File: src/shared/bit_manip_consts.vh
`ifndef BIT_MANIP_CONSTS_VH
`define BIT_MANIP_CONSTS_VH
// operation codes on i_op (4 bits)
`define OP_NONE              4'h0
`define OP_BIT_SET           4'h1
`define OP_BIT_CLEAR         4'h2
`define OP_BIT_INVERT        4'h3
`define OP_BIT_TEST          4'h4
`define OP_CARRY_AND_BIT     4'h5
`define OP_CARRY_AND_INV_BIT 4'h6
`define OP_CARRY_OR_BIT      4'h7
`define OP_CARRY_OR_INV_BIT  4'h8
`define OP_CARRY_XOR_BIT     4'h9
`define OP_CARRY_XOR_INV_BIT 4'ha
`define OP_BIT_TO_CARRY      4'hb
`define OP_INV_BIT_TO_CARRY  4'hc
`define OP_CARRY_TO_BIT      4'hd
`define OP_INV_CARRY_TO_BIT  4'he
// operand sources
`define SRC_REG              1'b0
`define SRC_MEM              1'b1
// flag byte layout
`define FLAG_C_POS           0
`define FLAG_Z_POS           2
// reset values
`define RST_BYTE             8'h00
`define RST_FLAGS            8'h00
`define RST_POS              3'h0
`define RST_ADDR             8'h00
`define RST_WAIT             8'h00
// cycles a memory read may wait for its answer before it is given up
`define MEM_WAIT_MAX         8'h10
`endif

File: src/design/bit_manipulation_unit.v
`timescale 1ns/1ps
`include "bit_manip_consts.vh"
// Notes on behaviour
// - set/clear/invert/test take bit number from 3-bit immediate or register low bits
// - bit set forces the selected bit to one, others kept
// - bit clear forces the selected bit to zero, others kept
// - bit invert complements the selected bit, others kept
// - bit test loads zero flag with inverse of bit; operand untouched
// - carry becomes carry AND selected bit
// - carry becomes carry AND inverse of selected bit
// - carry becomes carry OR selected bit
// - carry becomes carry OR inverse of selected bit
// - carry becomes carry XOR selected bit
// - carry becomes carry XOR inverse of selected bit
// - carry takes the selected bit; operand untouched
// - carry takes the inverse of the selected bit; operand untouched
// - selected bit takes carry, other bits kept
// - selected bit takes inverse carry, other bits kept
// - inverted variants accept bit number only from the immediate field
module bit_manipulation_unit (
    input  wire       i_ref_clk,
    input  wire       i_rst,
    input  wire       i_start,
    input  wire [3:0] i_op,
    input  wire       i_src,
    input  wire       i_pos_from_reg,
    input  wire [2:0] i_imm_pos,
    input  wire [7:0] i_pos_reg,
    input  wire [7:0] i_reg_data,
    input  wire [7:0] i_mem_addr,
    input  wire [7:0] i_mem_rdata,
    input  wire       i_mem_ack,
    input  wire [7:0] i_flags,
    output wire       o_busy,
    output wire       o_done,
    output wire       o_error,
    output wire       o_reg_we,
    output wire [7:0] o_reg_wdata,
    output wire       o_mem_req,
    output wire       o_mem_we,
    output wire [7:0] o_mem_addr,
    output wire [7:0] o_mem_wdata,
    output wire       o_flags_we,
    output wire [7:0] o_flags
);
    reg [1:0] state_ff;
    reg [1:0] nxt_state;
    reg [3:0] op_ff;
    reg       src_ff;
    reg [2:0] pos_ff;
    reg [7:0] byte_ff;
    reg [7:0] flags_ff;
    reg       busy_ff;
    reg       done_ff;
    reg       error_ff;
    reg       reg_we_ff;
    reg [7:0] reg_wdata_ff;
    reg       mem_req_ff;
    reg       mem_we_ff;
    reg [7:0] mem_addr_ff;
    reg [7:0] mem_wdata_ff;
    reg       flags_we_ff;
    reg [7:0] flags_out_ff;
    reg [7:0] wait_cnt_ff;
    reg       abort_ff;

    wire [7:0] res_byte;
    wire       res_carry;
    wire       res_zero;
    wire       wr_byte;
    wire       wr_carry;
    wire       wr_zero;
    wire       legal;
    wire       idle;
    wire       take_op;
    wire       take_bad;
    wire       last_step;
    wire       byte_done;
    wire       mem_wb;
    wire       flag_done;
    wire       wait_over;

    // state codes; only memory operands pass the two read states
    localparam [1:0] ST_IDLE     = 2'h0;
    localparam [1:0] ST_MEM_RD   = 2'h1;
    localparam [1:0] ST_MEM_WAIT = 2'h2;
    localparam [1:0] ST_DONE     = 2'h3;

    // true for operand-inverting variants, which refuse a register bit number
    function is_inverted_op;
        input [3:0] op;
        begin
            is_inverted_op = (op == `OP_CARRY_AND_INV_BIT) ||
                             (op == `OP_CARRY_OR_INV_BIT)  ||
                             (op == `OP_CARRY_XOR_INV_BIT) ||
                             (op == `OP_INV_BIT_TO_CARRY)  ||
                             (op == `OP_INV_CARRY_TO_BIT);
        end
    endfunction

    // merge a new flag byte: only the flag the operation names is touched
    function [7:0] merge_flags;
        input [7:0] old;
        input       wc;
        input       c;
        input       wz;
        input       z;
        reg   [7:0] f;
        begin
            f = old;
            if (wc) begin
                f[`FLAG_C_POS] = c;
            end
            if (wz) begin
                f[`FLAG_Z_POS] = z;
            end
            merge_flags = f;
        end
    endfunction

    wire [2:0] sel_pos = i_pos_from_reg ? i_pos_reg[2:0] : i_imm_pos;
    wire bad_start = is_inverted_op(i_op) && i_pos_from_reg;

    // a start counts in idle only; a start while busy is dropped
    assign idle     = (state_ff == ST_IDLE);
    assign take_op  = idle && i_start && !bad_start;
    assign take_bad = idle && i_start && bad_start;

    // the last step decides which port receives the result
    assign last_step = (state_ff == ST_DONE);
    assign byte_done = last_step && wr_byte && !abort_ff;
    assign mem_wb    = byte_done && (src_ff == `SRC_MEM);
    assign flag_done = last_step && (wr_carry || wr_zero) && !abort_ff;
    assign wait_over = (state_ff == ST_MEM_WAIT) && !i_mem_ack &&
                       (wait_cnt_ff == `MEM_WAIT_MAX);

    bit_op_core u_core (
        .i_op       (op_ff),
        .i_byte     (byte_ff),
        .i_pos      (pos_ff),
        .i_carry    (flags_ff[`FLAG_C_POS]),
        .o_byte     (res_byte),
        .o_carry    (res_carry),
        .o_zero     (res_zero),
        .o_wr_byte  (wr_byte),
        .o_wr_carry (wr_carry),
        .o_wr_zero  (wr_zero),
        .o_legal    (legal)
    );

    // sequencing: register operands finish in one step, memory needs a read
    always @* begin
        nxt_state = state_ff;
        case (state_ff)
            ST_IDLE: begin
                if (take_op && i_src == `SRC_MEM) begin
                    nxt_state = ST_MEM_RD;
                end else if (take_op) begin
                    nxt_state = ST_DONE;
                end
            end
            ST_MEM_RD: begin
                nxt_state = ST_MEM_WAIT;
            end
            ST_MEM_WAIT: begin
                if (i_mem_ack) begin
                    nxt_state = ST_DONE;
                end else if (wait_over) begin
                    nxt_state = ST_DONE;
                end
            end
            ST_DONE: begin
                nxt_state = ST_IDLE;
            end
            default: begin
                nxt_state = ST_IDLE;
            end
        endcase
    end

    // state register
    always @(posedge i_ref_clk or posedge i_rst) begin
        if (i_rst) begin
            state_ff <= ST_IDLE;
        end else begin
            state_ff <= nxt_state;
        end
    end

    // busy spans from the accepted start to the last step
    always @(posedge i_ref_clk or posedge i_rst) begin
        if (i_rst) begin
            busy_ff <= 1'b0;
        end else if (take_op) begin
            busy_ff <= 1'b1;
        end else if (last_step) begin
            busy_ff <= 1'b0;
        end
    end

    // done and error stand one cycle; a refusal answers at once
    always @(posedge i_ref_clk or posedge i_rst) begin
        if (i_rst) begin
            done_ff  <= 1'b0;
            error_ff <= 1'b0;
        end else begin
            done_ff  <= take_bad || last_step;
            error_ff <= take_bad || (last_step && (!legal || abort_ff));
        end
    end

    // operands are frozen at the start so the caller may move on
    always @(posedge i_ref_clk or posedge i_rst) begin
        if (i_rst) begin
            op_ff       <= `OP_NONE;
            src_ff      <= `SRC_REG;
            pos_ff      <= `RST_POS;
            byte_ff     <= `RST_BYTE;
            flags_ff    <= `RST_FLAGS;
            mem_addr_ff <= `RST_ADDR;
        end else if (take_op) begin
            op_ff       <= i_op;
            src_ff      <= i_src;
            pos_ff      <= sel_pos;
            byte_ff     <= i_reg_data;
            flags_ff    <= i_flags;
            mem_addr_ff <= i_mem_addr;
        end else if (state_ff == ST_MEM_WAIT && i_mem_ack) begin
            byte_ff <= i_mem_rdata;
        end
    end

    // a memory that never answers would hold the unit busy for good;
    // after a fixed wait the operation ends with an error and no write
    always @(posedge i_ref_clk or posedge i_rst) begin
        if (i_rst) begin
            wait_cnt_ff <= `RST_WAIT;
            abort_ff    <= 1'b0;
        end else begin
            if (state_ff == ST_MEM_WAIT) begin
                wait_cnt_ff <= wait_cnt_ff + 8'h01;
            end else begin
                wait_cnt_ff <= `RST_WAIT;
            end
            if (take_op) begin
                abort_ff <= 1'b0;
            end else if (wait_over) begin
                abort_ff <= 1'b1;
            end
        end
    end

    // register write-back; the data stays until the next write
    always @(posedge i_ref_clk or posedge i_rst) begin
        if (i_rst) begin
            reg_we_ff    <= 1'b0;
            reg_wdata_ff <= `RST_BYTE;
        end else begin
            reg_we_ff <= byte_done && !mem_wb;
            if (byte_done && !mem_wb) begin
                reg_wdata_ff <= res_byte;
            end
        end
    end

    // memory port: a read pulse, then the full byte goes back even
    // though one bit changed, since memory has no single-bit write
    always @(posedge i_ref_clk or posedge i_rst) begin
        if (i_rst) begin
            mem_req_ff   <= 1'b0;
            mem_we_ff    <= 1'b0;
            mem_wdata_ff <= `RST_BYTE;
        end else begin
            mem_req_ff <= (state_ff == ST_MEM_RD) || mem_wb;
            mem_we_ff  <= mem_wb;
            if (mem_wb) begin
                mem_wdata_ff <= res_byte;
            end
        end
    end

    // flag port: the untouched flags go back as they came in
    always @(posedge i_ref_clk or posedge i_rst) begin
        if (i_rst) begin
            flags_we_ff  <= 1'b0;
            flags_out_ff <= `RST_FLAGS;
        end else begin
            flags_we_ff <= flag_done;
            if (flag_done) begin
                flags_out_ff <= merge_flags(flags_ff, wr_carry,
                    res_carry, wr_zero, res_zero);
            end
        end
    end

    assign o_busy      = busy_ff;
    assign o_done      = done_ff;
    assign o_error     = error_ff;
    assign o_reg_we    = reg_we_ff;
    assign o_reg_wdata = reg_wdata_ff;
    assign o_mem_req   = mem_req_ff;
    assign o_mem_we    = mem_we_ff;
    assign o_mem_addr  = mem_addr_ff;
    assign o_mem_wdata = mem_wdata_ff;
    assign o_flags_we  = flags_we_ff;
    assign o_flags     = flags_out_ff;
endmodule // bit_manipulation_unit

File: src/design/bit_op_core.v
`timescale 1ns/1ps
`include "bit_manip_consts.vh"
// combinational bit/flag arithmetic for one operation
module bit_op_core (
    input  wire [3:0] i_op,
    input  wire [7:0] i_byte,
    input  wire [2:0] i_pos,
    input  wire       i_carry,
    output reg  [7:0] o_byte,
    output reg        o_carry,
    output reg        o_zero,
    output reg        o_wr_byte,
    output reg        o_wr_carry,
    output reg        o_wr_zero,
    output reg        o_legal
);
    reg [7:0] mask;
    reg       bit_val;

    // one-hot mask of the selected bit, and that bit's value
    always @* begin
        mask    = 8'h01 << i_pos;
        bit_val = i_byte[i_pos];
        o_byte     = i_byte;
        o_carry    = i_carry;
        o_zero     = 1'b0;
        o_wr_byte  = 1'b0;
        o_wr_carry = 1'b0;
        o_wr_zero  = 1'b0;
        o_legal    = 1'b1;
        case (i_op)
            `OP_BIT_SET: begin
                o_byte = i_byte | mask;
                o_wr_byte = 1'b1;
            end
            `OP_BIT_CLEAR: begin
                o_byte = i_byte & ~mask;
                o_wr_byte = 1'b1;
            end
            `OP_BIT_INVERT: begin
                o_byte = i_byte ^ mask;
                o_wr_byte = 1'b1;
            end
            `OP_BIT_TEST: begin
                o_zero = ~bit_val;
                o_wr_zero = 1'b1;
            end
            `OP_CARRY_AND_BIT: begin
                o_carry = i_carry & bit_val;
                o_wr_carry = 1'b1;
            end
            `OP_CARRY_AND_INV_BIT: begin
                o_carry = i_carry & ~bit_val;
                o_wr_carry = 1'b1;
            end
            `OP_CARRY_OR_BIT: begin
                o_carry = i_carry | bit_val;
                o_wr_carry = 1'b1;
            end
            `OP_CARRY_OR_INV_BIT: begin
                o_carry = i_carry | ~bit_val;
                o_wr_carry = 1'b1;
            end
            `OP_CARRY_XOR_BIT: begin
                o_carry = i_carry ^ bit_val;
                o_wr_carry = 1'b1;
            end
            `OP_CARRY_XOR_INV_BIT: begin
                o_carry = i_carry ^ ~bit_val;
                o_wr_carry = 1'b1;
            end
            `OP_BIT_TO_CARRY: begin
                o_carry = bit_val;
                o_wr_carry = 1'b1;
            end
            `OP_INV_BIT_TO_CARRY: begin
                o_carry = ~bit_val;
                o_wr_carry = 1'b1;
            end
            `OP_CARRY_TO_BIT: begin
                o_byte = i_carry ? (i_byte | mask) : (i_byte & ~mask);
                o_wr_byte = 1'b1;
            end
            `OP_INV_CARRY_TO_BIT: begin
                o_byte = i_carry ? (i_byte & ~mask) : (i_byte | mask);
                o_wr_byte = 1'b1;
            end
            default: begin
                o_legal = 1'b0;
            end
        endcase
    end
endmodule // bit_op_core

File: config.mk
export PLATFORM = sky130hd
export DESIGN_NAME = bit_manipulation_unit
export DESIGN_NICKNAME = d
export VERILOG_FILES = /design/src/design/bit_manipulation_unit.v /design/src/design/bit_op_core.v
export VERILOG_INCLUDE_DIRS = /design/src /design/src/shared
export SDC_FILE = /design/constraint.sdc
export NUM_CORES = 1
export LEC_CHECK = 0
export BUFFER_PORTS_ARGS = -buffer_cell sky130_fd_sc_hd__buf_2
export CAP_MARGIN = 10
export CELL_PAD_IN_SITES_DETAIL_PLACEMENT = 0
export CELL_PAD_IN_SITES_GLOBAL_PLACEMENT = 2
export CORE_ASPECT_RATIO = 0.7
export CORE_UTILIZATION = 32
export DETAILED_ROUTE_END_ITERATION = 12
export GPL_TIMING_DRIVEN = 0
export PLACE_DENSITY_LB_ADDON = 0.1
export REMOVE_ABC_BUFFERS = 1
export SLEW_MARGIN = 30
export SYNTH_ARGS = -nofsm -noshare
export SYNTH_HDL_FRONTEND = slang
export SYNTH_SLANG_ARGS = --single-unit
File: constraint.sdc
create_clock -name i_ref_clk -period 2.9 [get_ports i_ref_clk]
set_input_delay 0.58 -clock i_ref_clk [delete_from_list [all_inputs] [get_ports i_ref_clk]]
set_output_delay 0.58 -clock i_ref_clk [all_outputs]
set_load 0.02 [all_outputs]
==> key figures <==
Status
  • Outcome: finished clean

Logic synthesis
  • Ranking of synthesized cells by area: dfrtp_1, nand2_1, ha_1
  • Ys flop type: dfrtp_1
  • EDFF count, synth: 0
  • Synth Cell Area: 0.00408 mm2
  • Post-Synthesis Cells: 450
  • Seq/Total Area, Yosys: 0.454
  • Yosys top cell area share: 0.454
  • Post-synth top area cell: dfrtp_1
  • Post-synth cell types: 50
  • Average cell area after synthesis: 9.06 um2
  • Post-synth ARST share: 1.00
  • Post-synthesis register bit count: 74
  • Synthesis warning total: 0

Setup path
  • Largest stage delay, worst path: 0.97 ns
  • Critical Path Sink Type: flop
  • Critical-path top delay cell: dfrtp_1
  • Origin of the worst setup path: op_ff[1]
  • Crit Reg-Reg Startpoint: op_ff[1]
  • CP top delay family: simple AND/OR/NAND/NOR gates
  • CP Buf/Inv Count: 0
  • Most used cell, CP: nor2_1
  • CP Class: reg -> reg
  • CP arrival: 2.72 ns
  • Worst Setup Start Kind: flop
  • CP cell instances: nor2_1 -> nor2_2 -> and4b_1 -> nor2_1 -> a21oi_1
  • Worst-path fanout max: 30
  • Worst Path Required: 3.15 ns

Worst hold path
  • Hold crit path type: in -> async

Power and ir drop
  • Peak VDD IR: 0.389 mV
  • Leak Pwr: 2.47 nW
  • PD cells: 1170 mW/mm2

Place
  • GPL Wtd Cong: 0.751
  • I/O Buffers: 86
  • Placed Cells: 676
  • Post-Place Setup Slack: roughly 0.12 ns
  • Dpl hpwl: 7450 um

Die
  • Initial Util: 0.328
  • Core ar.: around 0.012 mm2
  • I/O Pins: 92
  • Die X: approximately 140 um
  • Die height: just under 100 um
  • DIE AREA: approximately 0.013 mm2
  • Placement Rows: 34

Clock tree
  • # clock sinks: 74
  • Post-CTS setup buffer count: 0
  • Post-CTS sizing: 0
  • CTS tree: yes
  • Cts hold-fix bufs: 0
  • CTS root buf: clkbuf_16
  • Worst-Skew Late Latency: 0.33 ns
  • Worst-path clk slew: 0.06 ns
  • Clock buffer depth: 2
  • TritonCTS buffer count: 9
  • Max H-tree Level: 3

Final layout
  • Syn-to-layout area delta: 22.2%
  • Commonest cells after routing, fill and taps aside: nand2_1, buf_2, dfrtp_1
  • FF+latch area: 0.00185 mm2
  • Layout cell share with drive strength beyond 1: 0.221
  • Most common cell after layout, fill and taps aside: nand2_1
  • Nets: 602
  • Footprint of the multi-input gates: between 0.002 and 0.0025 mm2
  • Fin cells: just under 700
  • Fillers: ~1.3k
  • ANT cells: 0

Route
  • Vias/cell: 4.76
  • Routed Wire Length: roughly 10,000 um
  • Number of routed nets with antenna violations: 0
  • Number of DRC markers in iteration 0: 184
  • Via Count: 3,290
  • TritonRoute pass-1 iters: 4
  • Wire per inst: 15.1 um
  • DRC: 0

Timing
  • Fin crit share: 0.852
  • Final hold slack: 0.275 ns
  • Final Setup Violations: 0
  • Final Hold Fails: 0
  • Setup TNS: 0 ns
  • Max Slew Vio Count: 0
  • Min Tclk post-route: 2.47 ns
  • Clk_skew: 0.00859 ns
  • Slew @ Worst Pin: around 0.96 ns
  • Fmax: 405 MHz
  • RSZ-0062 raised after global routing: no
  • Slew headroom: 0.360
  • Final WS setup: 0.430 ns

GRT
  • Initial antenna violation count: 0
  • Pin count of the biggest net entering global routing: 40
  • First-pass GRT wire length: ~17,000 um
  • Total GRT Usage: 0.170
  • Vias in the first global route: 3,089
  • Grt ovf: 0

Job
  • Max Cap Viol: 0
routing by layer:
layer  part of all wire  vias up  global-route usage
li1                   -     1681                   -
met1               0.55     1530               0.256
met2               0.38       72               0.239
met3              0.054        7              0.0454
met4             0.0072        0              0.0385
met5                  0        -                   0
cell usage after synthesis, types with 5 or more instances:
library cell,instances
nand3_1,14
a21oi_1,26
nor2_1,29
buf_2,13
o221ai_1,5
xnor2_1,5
ha_1,23
a32oi_1,6
mux2i_1,15
clkbuf_1,8
nand2b_1,10
dfrtp_1,74
nor2b_1,7
o21ai_0,21
inv_1,19
and2_1,8
nand2_1,104
a22oi_1,9
stage by stage:
| stage | area [um2] | power, mW | util |
|---|---|---|---|
| finish | 4980 | 5.81 | 0.401 |
| global route | 4980 | 6.34 | 0.401 |
| CTS | 4970 | 5.88 | 0.400 |
| detailed placement | 4650 | 4.59 | 0.374 |
| global placement | 4580 | 4.51 | 0.369 |
| floorplan | 3950 | 3.68 | - |
flip-flops by register name, summed over array words and instances, names as in the netlist, 4 cells and up:
name	count
flags_ff	8
o_reg_wdata	8
op_ff	4
o_mem_wdata	8
byte_ff	8
o_flags	8
o_mem_addr	8
wait_cnt_ff	8
worst reg2reg max path: stages, from the launching register on:
cell and delay [ns]:
dfrtp_1 0.97, nor2_1 0.28, nor2_2 0.29, and4b_1 0.64, nor2_1 0.10, a21oi_1 0.13
path summary, 6_finish.rpt:
kind / end / cells after the start / slack, ns
worst max-delay path: o_reg_wdata[6] / 5 / 0.43
worst min-delay path: o_mem_addr[0] / 2 / 0.27
worst max register to register: o_reg_wdata[6] / 5 / 0.43
worst min register to register: o_flags[4] / 2 / 0.47
max in group asynchronous: o_mem_wdata[1] / 3 / 2.06
min in group i_ref_clk: flags_ff[1] / 3 / 0.43
power by group:
part           switching (mW)  total, mW  leakage (nW)  internal [mW]
sequential              0.491       1.96         0.924           1.47
clock                   0.420       1.25         0.162          0.832
combinational            1.60       2.61          1.38           1.01
total                    2.51       5.81          2.47           3.30
kinds of logic after synthesis:
logic type / count (synthesis) / share of synthesized area
mux: 15 / 0.0368
flops: 74 / 0.454
fa+ha+maj: 23 / 0.0706
buf+inv: 43 / 0.0482
xor+xnor: 9 / 0.0193
simple gates: 195 / 0.221
compound gates: 91 / 0.149
layout make-up:
class | count | area share
inverter | 19 | 0.0148
multi-input combinational | 333 | 0.410
clock buffer | 9 | 0.0452
clock inverter | 5 | 0.0209
timing repair buffer | 89 | 0.0970
sequential | 74 | 0.372
tap | 162 | 0.0407
No activity file was read; power rests on OpenSTA's default activity.
